===== config.mk =====
export PLATFORM = sky130hd
export DESIGN_NAME = stt_timer
export DESIGN_NICKNAME = d
export VERILOG_FILES = /design/src/stt_pkg.sv /design/src/stt_cnt_if.sv /design/src/stt_sync.sv /design/src/stt_counter.sv /design/src/stt_timer.sv
export SDC_FILE = /design/constraint.sdc
export NUM_CORES = 1
export LEC_CHECK = 0
export ABC_CLOCK_PERIOD_IN_PS = 2300
export BUFFER_PORTS_ARGS = -buffer_cell sky130_fd_sc_hd__buf_2
export CAP_MARGIN = 20
export CORE_ASPECT_RATIO = 1.5
export CORE_MARGIN = 1
export CORE_UTILIZATION = 35
export DETAILED_ROUTE_END_ITERATION = 8
export GPL_ROUTABILITY_DRIVEN = 0
export PLACE_DENSITY = 0.55
export SLEW_MARGIN = 0
export SYNTH_ARGS = -nofsm -noshare
export SYNTH_HDL_FRONTEND = slang
export SYNTH_SLANG_ARGS = --single-unit

===== constraint.sdc =====
create_clock -name sys_clk_i -period 2.3 [get_ports sys_clk_i]
set_input_delay 0.575 -clock sys_clk_i [delete_from_list [all_inputs] [get_ports sys_clk_i]]
set_output_delay 0.575 -clock sys_clk_i [all_outputs]
set_load 0.05 [all_outputs]

===== src/stt_pkg.sv =====
// package: register map, field positions and reset values of the system tick timer
package stt_pkg;
  localparam int unsigned CNT_W          = 24;
  localparam int unsigned DATA_W         = 32;
  localparam int unsigned SYNC_W         = 2;
  localparam logic [31:0] ADDR_CSR       = 32'he000_e010;
  localparam logic [31:0] ADDR_RVR       = 32'he000_e014;
  localparam logic [31:0] ADDR_CVR       = 32'he000_e018;
  localparam logic [31:0] ADDR_CAL       = 32'he000_e01c;
  localparam logic [31:0] ADDR_IST       = 32'he000_e020;
  localparam logic [31:0] ADDR_IMSK      = 32'he000_e024;
  localparam logic [1:0]  ALIGN_OK       = 2'h0;
  localparam int unsigned CSR_EN_BIT     = 0;
  localparam int unsigned CSR_INT_BIT    = 1;
  localparam int unsigned CSR_SRC_BIT    = 2;
  localparam int unsigned CSR_FLAG_BIT   = 16;
  localparam int unsigned CAL_NO_REFERENCE_CLOCK_BIT  = 31;
  localparam int unsigned CAL_SKEW_BIT   = 30;
  localparam int unsigned IST_ZERO_BIT   = 0;
  localparam logic [31:0] CSR_RST        = 32'h0000_0000;
  localparam logic [23:0] CAL_TEN_MILLISECOND_RELOAD_RST  = 24'h00_1770;
  localparam logic [23:0] CNT_ZERO       = 24'h00_0000;
  localparam logic [23:0] CNT_ONE        = 24'h00_0001;
  localparam logic [31:0] RDATA_ZERO     = 32'h0000_0000;
endpackage


===== src/stt_cnt_if.sv =====
// interface: control and status between register block and down counter
`timescale 1ns/1ps
interface stt_cnt_if;
  logic                         tick;
  logic                         load;
  logic                         clear;
  logic [stt_pkg::CNT_W-1:0]    reload_val;
  logic [stt_pkg::CNT_W-1:0]    cur;
  logic                         zero_evt;
  modport ctl (output tick, output load, output clear, output reload_val, input cur, input zero_evt);
  modport cnt (input tick, input load, input clear, input reload_val, output cur, output zero_evt);
endinterface


===== src/stt_sync.sv =====
// module: two-flop synchronisers for pin inputs
`timescale 1ns/1ps
module stt_sync #(
  parameter int unsigned W = 2
) (
  input  wire logic         sys_clk_i,
  input  wire logic         rstn_i,
  input  wire logic [W-1:0] async_i,
  output logic      [W-1:0] sync_o
);
  typedef struct packed {
    logic [W-1:0] meta;
    logic [W-1:0] sync;
  } stt_sync_state_type;

  stt_sync_state_type st_ff;
  stt_sync_state_type nxt_st;

  always_comb begin
    nxt_st      = st_ff;
    nxt_st.meta = async_i;
    nxt_st.sync = st_ff.meta;
  end

  always_ff @(posedge sys_clk_i or negedge rstn_i) begin
    if (!rstn_i) begin
      st_ff <= '0;
    end else begin
      st_ff <= nxt_st;
    end
  end

  assign sync_o = st_ff.sync;
endmodule // stt_sync


===== src/stt_counter.sv =====
// module: 24-bit down counter with reload and zero-reached pulse
`timescale 1ns/1ps
module stt_counter (
  input  wire logic sys_clk_i,
  input  wire logic rstn_i,
  stt_cnt_if.cnt    cif
);
  typedef struct packed {
    logic [stt_pkg::CNT_W-1:0] cur;
    logic                      zero_evt;
  } stt_cnt_state_type;

  stt_cnt_state_type st_ff;
  stt_cnt_state_type nxt_st;

  always_comb begin
    nxt_st          = st_ff;
    nxt_st.zero_evt = 1'b0;
    if (cif.clear) begin
      nxt_st.cur = stt_pkg::CNT_ZERO;
    end else if (cif.load) begin
      nxt_st.cur = cif.reload_val;
    end else if (cif.tick) begin
      if (st_ff.cur == stt_pkg::CNT_ZERO) begin
        nxt_st.cur = cif.reload_val;
      end else begin
        nxt_st.cur      = st_ff.cur - stt_pkg::CNT_ONE;
        nxt_st.zero_evt = (st_ff.cur == stt_pkg::CNT_ONE);
      end
    end
  end

  always_ff @(posedge sys_clk_i or negedge rstn_i) begin
    if (!rstn_i) begin
      st_ff <= '0;
    end else begin
      st_ff <= nxt_st;
    end
  end

  assign cif.cur      = st_ff.cur;
  assign cif.zero_evt = st_ff.zero_evt;
endmodule // stt_counter


===== src/stt_timer.sv =====
// module: system tick timer top with apb registers, interrupt and exception request
//
// What this block does
// 24-bit counter decrements per counting clock, reloads on edge after zero.
// debugger halt freezes the counter value.
// counter runs only on processor clock edges; stopped clock stops counting.
// software uses aligned 32-bit word accesses only.
// software writes reload, clears current, then programs control/status.
// control/status resets to zero; calibration reads its fixed default word.
// count flag reads 1 if zero was reached since its last read.
// clock-source bit 0 selects reference clock, 1 selects processor clock.
// exception enable set makes reaching zero raise the tick exception request.
// enable loads reload value and counts; zero sets flag, requests, reloads.
// reload range 1 to max; reload zero never gives flag or request.
// software programs N-1 for a period of N counting clocks.
// writing current value clears counter and count flag; reads give live value.
// with no reference clock, clock-source bit reads one and ignores writes.
// calibration ten-millisecond field holds 10 ms reload; zero means unknown.
// reading control/status returns count flag and clears it.
//
// The APB slave port was left to the implementer.
`timescale 1ns/1ps
module stt_timer #(
  parameter logic                      NO_REF = 1'h0,
  parameter logic                      SKEW   = 1'h0,
  parameter logic [stt_pkg::CNT_W-1:0] TEN_MILLISECOND_RELOAD  = stt_pkg::CAL_TEN_MILLISECOND_RELOAD_RST
) (
  input  wire logic                       sys_clk_i,
  input  wire logic                       rstn_i,
  input  wire logic                       psel_i,
  input  wire logic                       penable_i,
  input  wire logic                       pwrite_i,
  input  wire logic [31:0]                paddr_i,
  input  wire logic [stt_pkg::DATA_W-1:0] pwdata_i,
  output logic      [stt_pkg::DATA_W-1:0] prdata_o,
  output logic                            pready_o,
  output logic                            pslverr_o,
  input  wire logic                       ref_clk_i,
  input  wire logic                       dbg_halt_i,
  output logic                            tick_exc_o,
  output logic                            irq_o
);
  typedef struct packed {
    logic                       en;
    logic                       tick_exception_enable;
    logic                       clksrc;
    logic [stt_pkg::CNT_W-1:0]  reload;
    logic                       flag;
    logic                       ist;
    logic                       imsk;
    logic [stt_pkg::DATA_W-1:0] prdata;
    logic                       pready;
    logic                       pslverr;
    logic                       exc;
    logic                       irq;
    logic                       ref_prev;
  } stt_state_type;

  stt_state_type st_ff;
  stt_state_type nxt_st;

  stt_cnt_if cif ();

  logic [stt_pkg::SYNC_W-1:0] sync_s;
  logic                       ref_s;
  logic                       halt_s;
  logic                       ref_rise;
  logic                       src_eff;
  logic                       prep;
  logic                       done;
  logic                       hit_csr;
  logic                       hit_rvr;
  logic                       hit_cvr;
  logic                       hit_cal;
  logic                       hit_ist;
  logic                       hit_imsk;
  logic                       bad;
  logic                       wr_ok;
  logic                       wr_csr;
  logic                       wr_rvr;
  logic                       wr_cvr;
  logic                       wr_imsk;
  logic                       rd_csr;
  logic                       rd_ist;
  logic [stt_pkg::DATA_W-1:0] csr_val;
  logic [stt_pkg::DATA_W-1:0] cal_val;
  logic [stt_pkg::DATA_W-1:0] rd_mux;

  // pin inputs: reference clock and debug halt
  stt_sync #(
    .W (stt_pkg::SYNC_W)
  ) u_sync (
    .sys_clk_i (sys_clk_i),
    .rstn_i    (rstn_i),
    .async_i   ({dbg_halt_i, ref_clk_i}),
    .sync_o    (sync_s)
  );

  assign ref_s  = sync_s[0];
  assign halt_s = sync_s[1];

  stt_counter u_counter (
    .sys_clk_i (sys_clk_i),
    .rstn_i    (rstn_i),
    .cif       (cif)
  );

  // apb decode
  assign prep     = psel_i & penable_i & ~st_ff.pready;
  assign done     = psel_i & penable_i & st_ff.pready;
  assign hit_csr  = (paddr_i == stt_pkg::ADDR_CSR);
  assign hit_rvr  = (paddr_i == stt_pkg::ADDR_RVR);
  assign hit_cvr  = (paddr_i == stt_pkg::ADDR_CVR);
  assign hit_cal  = (paddr_i == stt_pkg::ADDR_CAL);
  assign hit_ist  = (paddr_i == stt_pkg::ADDR_IST);
  assign hit_imsk = (paddr_i == stt_pkg::ADDR_IMSK);
  assign bad      = (paddr_i[1:0] != stt_pkg::ALIGN_OK) | ~(hit_csr | hit_rvr | hit_cvr | hit_cal | hit_ist | hit_imsk);
  assign wr_ok    = done & pwrite_i & ~bad;
  assign wr_csr   = wr_ok & hit_csr;
  assign wr_rvr   = wr_ok & hit_rvr;
  assign wr_cvr   = wr_ok & hit_cvr;
  assign wr_imsk  = wr_ok & hit_imsk;
  // read side effects act in the cycle the read data is captured
  assign rd_csr   = prep & ~pwrite_i & hit_csr;
  assign rd_ist   = prep & ~pwrite_i & hit_ist;

  // counting clock: processor clock or synchronised reference edge
  assign src_eff  = NO_REF | st_ff.clksrc;
  assign ref_rise = ref_s & ~st_ff.ref_prev;

  assign cif.tick       = st_ff.en & ~halt_s & (src_eff | ref_rise);
  assign cif.load       = wr_csr & pwdata_i[stt_pkg::CSR_EN_BIT] & ~st_ff.en;
  assign cif.clear      = wr_cvr;
  assign cif.reload_val = st_ff.reload;

  // register read values
  always_comb begin
    csr_val                        = stt_pkg::RDATA_ZERO;
    csr_val[stt_pkg::CSR_EN_BIT]   = st_ff.en;
    csr_val[stt_pkg::CSR_INT_BIT]  = st_ff.tick_exception_enable;
    csr_val[stt_pkg::CSR_SRC_BIT]  = src_eff;
    csr_val[stt_pkg::CSR_FLAG_BIT] = st_ff.flag;
    cal_val                        = stt_pkg::RDATA_ZERO;
    cal_val[stt_pkg::CNT_W-1:0]    = TEN_MILLISECOND_RELOAD;
    cal_val[stt_pkg::CAL_NO_REFERENCE_CLOCK_BIT] = NO_REF;
    cal_val[stt_pkg::CAL_SKEW_BIT] = SKEW;
    rd_mux                         = stt_pkg::RDATA_ZERO;
    if (hit_csr) begin
      rd_mux = csr_val;
    end else if (hit_rvr) begin
      rd_mux[stt_pkg::CNT_W-1:0] = st_ff.reload;
    end else if (hit_cvr) begin
      rd_mux[stt_pkg::CNT_W-1:0] = cif.cur;
    end else if (hit_cal) begin
      rd_mux = cal_val;
    end else if (hit_ist) begin
      rd_mux[stt_pkg::IST_ZERO_BIT] = st_ff.ist;
    end else if (hit_imsk) begin
      rd_mux[stt_pkg::IST_ZERO_BIT] = st_ff.imsk;
    end
  end

  // next state
  always_comb begin
    nxt_st          = st_ff;
    nxt_st.ref_prev = ref_s;
    nxt_st.pready   = prep;
    nxt_st.pslverr  = prep & bad;
    if (prep) begin
      nxt_st.prdata = (pwrite_i | bad) ? stt_pkg::RDATA_ZERO : rd_mux;
    end
    if (wr_csr) begin
      nxt_st.en      = pwdata_i[stt_pkg::CSR_EN_BIT];
      nxt_st.tick_exception_enable = pwdata_i[stt_pkg::CSR_INT_BIT];
      if (!NO_REF) begin
        nxt_st.clksrc = pwdata_i[stt_pkg::CSR_SRC_BIT];
      end
    end
    if (wr_rvr) begin
      nxt_st.reload = pwdata_i[stt_pkg::CNT_W-1:0];
    end
    if (wr_imsk) begin
      nxt_st.imsk = pwdata_i[stt_pkg::IST_ZERO_BIT];
    end
    // a new zero crossing wins over a clear in the same cycle
    nxt_st.flag = (st_ff.flag & ~rd_csr & ~wr_cvr) | cif.zero_evt;
    nxt_st.ist  = (st_ff.ist & ~rd_ist) | cif.zero_evt;
    nxt_st.exc  = cif.zero_evt & st_ff.tick_exception_enable;
    nxt_st.irq  = nxt_st.ist & nxt_st.imsk;
  end

  always_ff @(posedge sys_clk_i or negedge rstn_i) begin
    if (!rstn_i) begin
      st_ff         <= '0;
      st_ff.en      <= stt_pkg::CSR_RST[stt_pkg::CSR_EN_BIT];
      st_ff.tick_exception_enable <= stt_pkg::CSR_RST[stt_pkg::CSR_INT_BIT];
      st_ff.clksrc  <= stt_pkg::CSR_RST[stt_pkg::CSR_SRC_BIT];
      st_ff.flag    <= stt_pkg::CSR_RST[stt_pkg::CSR_FLAG_BIT];
    end else begin
      st_ff <= nxt_st;
    end
  end

  assign prdata_o   = st_ff.prdata;
  assign pready_o   = st_ff.pready;
  assign pslverr_o  = st_ff.pslverr;
  assign tick_exc_o = st_ff.exc;
  assign irq_o      = st_ff.irq;
endmodule // stt_timer


==> flow_metrics.py <==
metrics = {
    "layout": {
        "drive_gt1_share_pct": 37.6,
        "area_delta_synth_final_pct": 27.0,
        "fin_nets": 696,
        "antenna_cells": 0,
        "final_area_mm2": 0.00623,
    },
    "power_and_ir_drop": {
        "power_switching_mw": 0.750,
        "p_comb_share_pct": 6.1,
        "p_per_area_mw_per_mm2": 535,
        "swShare_pct": 22.5,
        "internal-power_mw": 2.58,
        "vdd_drop_max_mv": 0.288,
        "clockPowerShare_pct": 47.2,
        "seqPwrFrac_pct": 46.7,
        "p_leak_nw": 2.96,
        "finalPower_mw": 3.33,
    },
    "place": {
        "post-place-ws_ps": -534,
        "port_buffers": 90,
        "dp_hpwl_um": 10600,
        "dpl_cell_area_mm2": 0.00574,
    },
    "setup_path": {
        "critPathMaxFanout": 6,
        "criticalPathCategory": "in2reg",
        "start_kind": "input port",
        "r2r_cells": 8,
        "end_kind": "flop",
        "crit_required_ps": 2590,
        "cp_data_arrival_time_ps": 2590,
    },
    "yosys": {
        "synth_ff_type": "dfrtp_1",
        "yosysWarningCount": 0,
        "ys_ff_latch": 88,
        "synth_area_leaders": "dfrtp_1 (45%), mux2_2 (6.7%), buf_4 (5.1%)",
        "synth_edf_count": 0,
        "yosysUniqueCellTypes": 65,
        "async_reset_ff_share_pct": 100,
        "synth_seq_area_share_pct": 44.9,
        "netlist_instances": 514,
        "synth_common_cells": "dfrtp_1 (88), nand2_1 (59), nor2_1 (34)",
        "syn-mean-instance-area_um2": 9.54,
        "yosysTopAreaCell": "dfrtp_1",
        "synth_top_cell_area_share_pct": 44.9,
        "netlist_area_mm2": 0.00490,
        "yosysMostFrequentCell": "dfrtp_1",
    },
    "timing": {
        "fin_ws_ps": -5.27,
        "slew_violations": 0,
        "finalCriticalPeriod_ps": 2310,
        "holdWs_ps": 110,
        "hold_viol": 0,
        "skew_ps": 10.1,
        "post-route-period-util_pct": 100,
        "worst-slew-pin-transition_ps": 584,
        "fmax_ghz": 0.434,
        "max_slew_margin_pct": 61.1,
        "rsz0062_at_grt": "yes",
        "setup_viol": 1,
    },
    "detailed_routing": {
        "ant_nets": 0,
        "drc_errors": 0,
        "via_per_inst": 5.56,
        "drt_iter0_markers": 214,
        "wl_um": 14100,
        "vias": 4390,
        "first_pass_iters": 5,
        "wl_per_cell_um": 17.9,
    },
    "global_routing": {
        "grt_max_degree": 45,
        "grt_pass1_vias": 4564,
        "grt_pass1_wl_um": 23300,
        "grt-ovfl-total": 0,
        "antenna_found_initial": 0,
        "grt_util_all_layers_pct": 20.8,
    },
    "cts": {
        "cts_made_buffers": 9,
        "cts_hold_buf": 0,
        "cts_root_buf": "clkbuf_16",
        "htreeDepth": 3,
        "clk_latency_ps": 350,
        "clkSinkCount": 88,
        "clk_pin_slew_ps": 60,
        "tritoncts": "built",
        "cts_buffer_depth": 2,
    },
    "status": {
        "violations": "negative setup slack",
        "run_status": "finished with violations",
    },
    "min_path": {
        "hold_class": "in2async",
    },
    "floorplanning": {
        "fp.dieH_um": 147,
        "die-area_mm2": 0.0145,
        "core_mm2": 0.0136,
        "ioPinCount": 107,
        "initial_utilization_pct": 36.1,
        "die_w_um": 98.6,
        "rows": 52,
    },
    "flow_run": {
        "max_cap_viol_count": 0,
    },
}
-- flip-flops by register name (all words and copies together) (netlist names), 2 cells and up --
name               count
cif.reload_val        24
prdata_o              24
u_counter.cif.cur     24
csr_val                3
st_ff                  3
u_sync.nxt_st          2
u_sync.sync_o          2
-- critical path: stages --
cell and delay [ps]:
buf_6 90, or4_4 520, or4_4 510, nor4_4 270, buf_6 170, nand2_4 70, buf_6 140, o211ai_1 80
o211a_1 170
-- logic make-up (layout without fill, tap and decap cells) --
kind of cell,after synthesis,after routing,synth area share (%)
xor gates and xnor gates,4,4,0.715
adders and majority gates,3,3,0.766
buffers and inverters,67,173,7.78
DFF,88,88,44.9
other,1,8,0.0765
AOI/OAI and AO/OA,122,122,17.2
and+or+nand+nor,194,194,20.6
muxes,35,35,7.88
-- final timing paths --
| kind | slack, ps | endpoint | startpoint |
|---|---|---|---|
| min in group sys_clk_i | 330 | u_sync.nxt_st[1] | dbg_halt_i |
| max in group asynchronous | 1560 | u_counter.cif.cur[19] | rstn_i |
| min reg2reg | 350 | u_sync.sync_o[0] | u_sync.nxt_st[0] |
| max | -5 | u_counter.cif.cur[4] | paddr_i[18] |
| min | 110 | cif.reload_val[5] | rstn_i |
| max reg2reg | 140 | u_counter.cif.cur[18] | u_counter.cif.cur[1] |
-- repair_timing --
item | 4_1_cts | 5_1_grt
cloned | 0 | 0
gates resized for setup | 30 | 16
pin swaps | 10 | 8
setup buffers | 1 | 0
setup endpoints to repair | 22 | 60
-- final cells by class --
type                            instances  area (um2)
Clock buffer                           11         233
Clock inverter                          5        81.3
Fill cell                            1314        7370
Inverter                                6        22.5
Multi-Input combinational cell        366        2500
Sequential cell                        88        2200
Tap cell                              162         203
Timing Repair Buffer                  151         990
-- per-layer routing --
layer,GRT usage [%],vias to the layer above,wire [um]
li1,-,2075,-
met1,23.4,2130,5630
met2,37.6,151,7430
met3,2.90,34,528
met4,11.3,0,501
met5,0,-,0
-- power groups by stage --
stage / clock [mW] / combinational, mW / sequential [mW]
CTS: 1.60 / 0.204 / 1.56
finish: 1.57 / 0.203 / 1.56
global placement: 0 / 0.198 / 1.58
global route: 1.66 / 0.226 / 1.56
floorplan: 0 / 0.0832 / 1.59
detailed placement: 0 / 0.201 / 1.58
-- cells in the final DEF, fill, tap and decap left out, types with 4 or more instances in the layout --
cell	n
a21o_1	6
a21oi_1	23
a22oi_1	15
buf_2	86
buf_4	53
buf_6	9
clkbuf_16	9
conb_1	8
dfrtp_1	88
inv_1	4
mux2_2	29
mux2i_1	6
nand2_1	56
nand3_1	12
nand4_1	12
nor2_1	32
nor2b_1	5
nor3_1	16
nor3_2	5
nor4_1	9
o211a_1	5
o211ai_1	5
o21ai_0	15
o21ai_2	7
o221ai_1	4
o22ai_1	5
o31ai_1	9
or4_1	4
or4_4	4
-- metrics by stage --
| step | setup TNS (ps) | cells | utilization (%) |
|---|---|---|---|
| 6_report | -5.27 | 789 | 45.8 |
| 5_1_grt | -678 | 789 | 45.8 |
| 2_1_floorplan | -4970 | 521 | - |
| 3_3_place_gp | -22520 | 773 | 42.2 |
| 4_1_cts | -488 | 790 | 45.4 |
| 3_5_place_dp | -24000 | 773 | 42.2 |
Power figures use the tool's default switching activity.
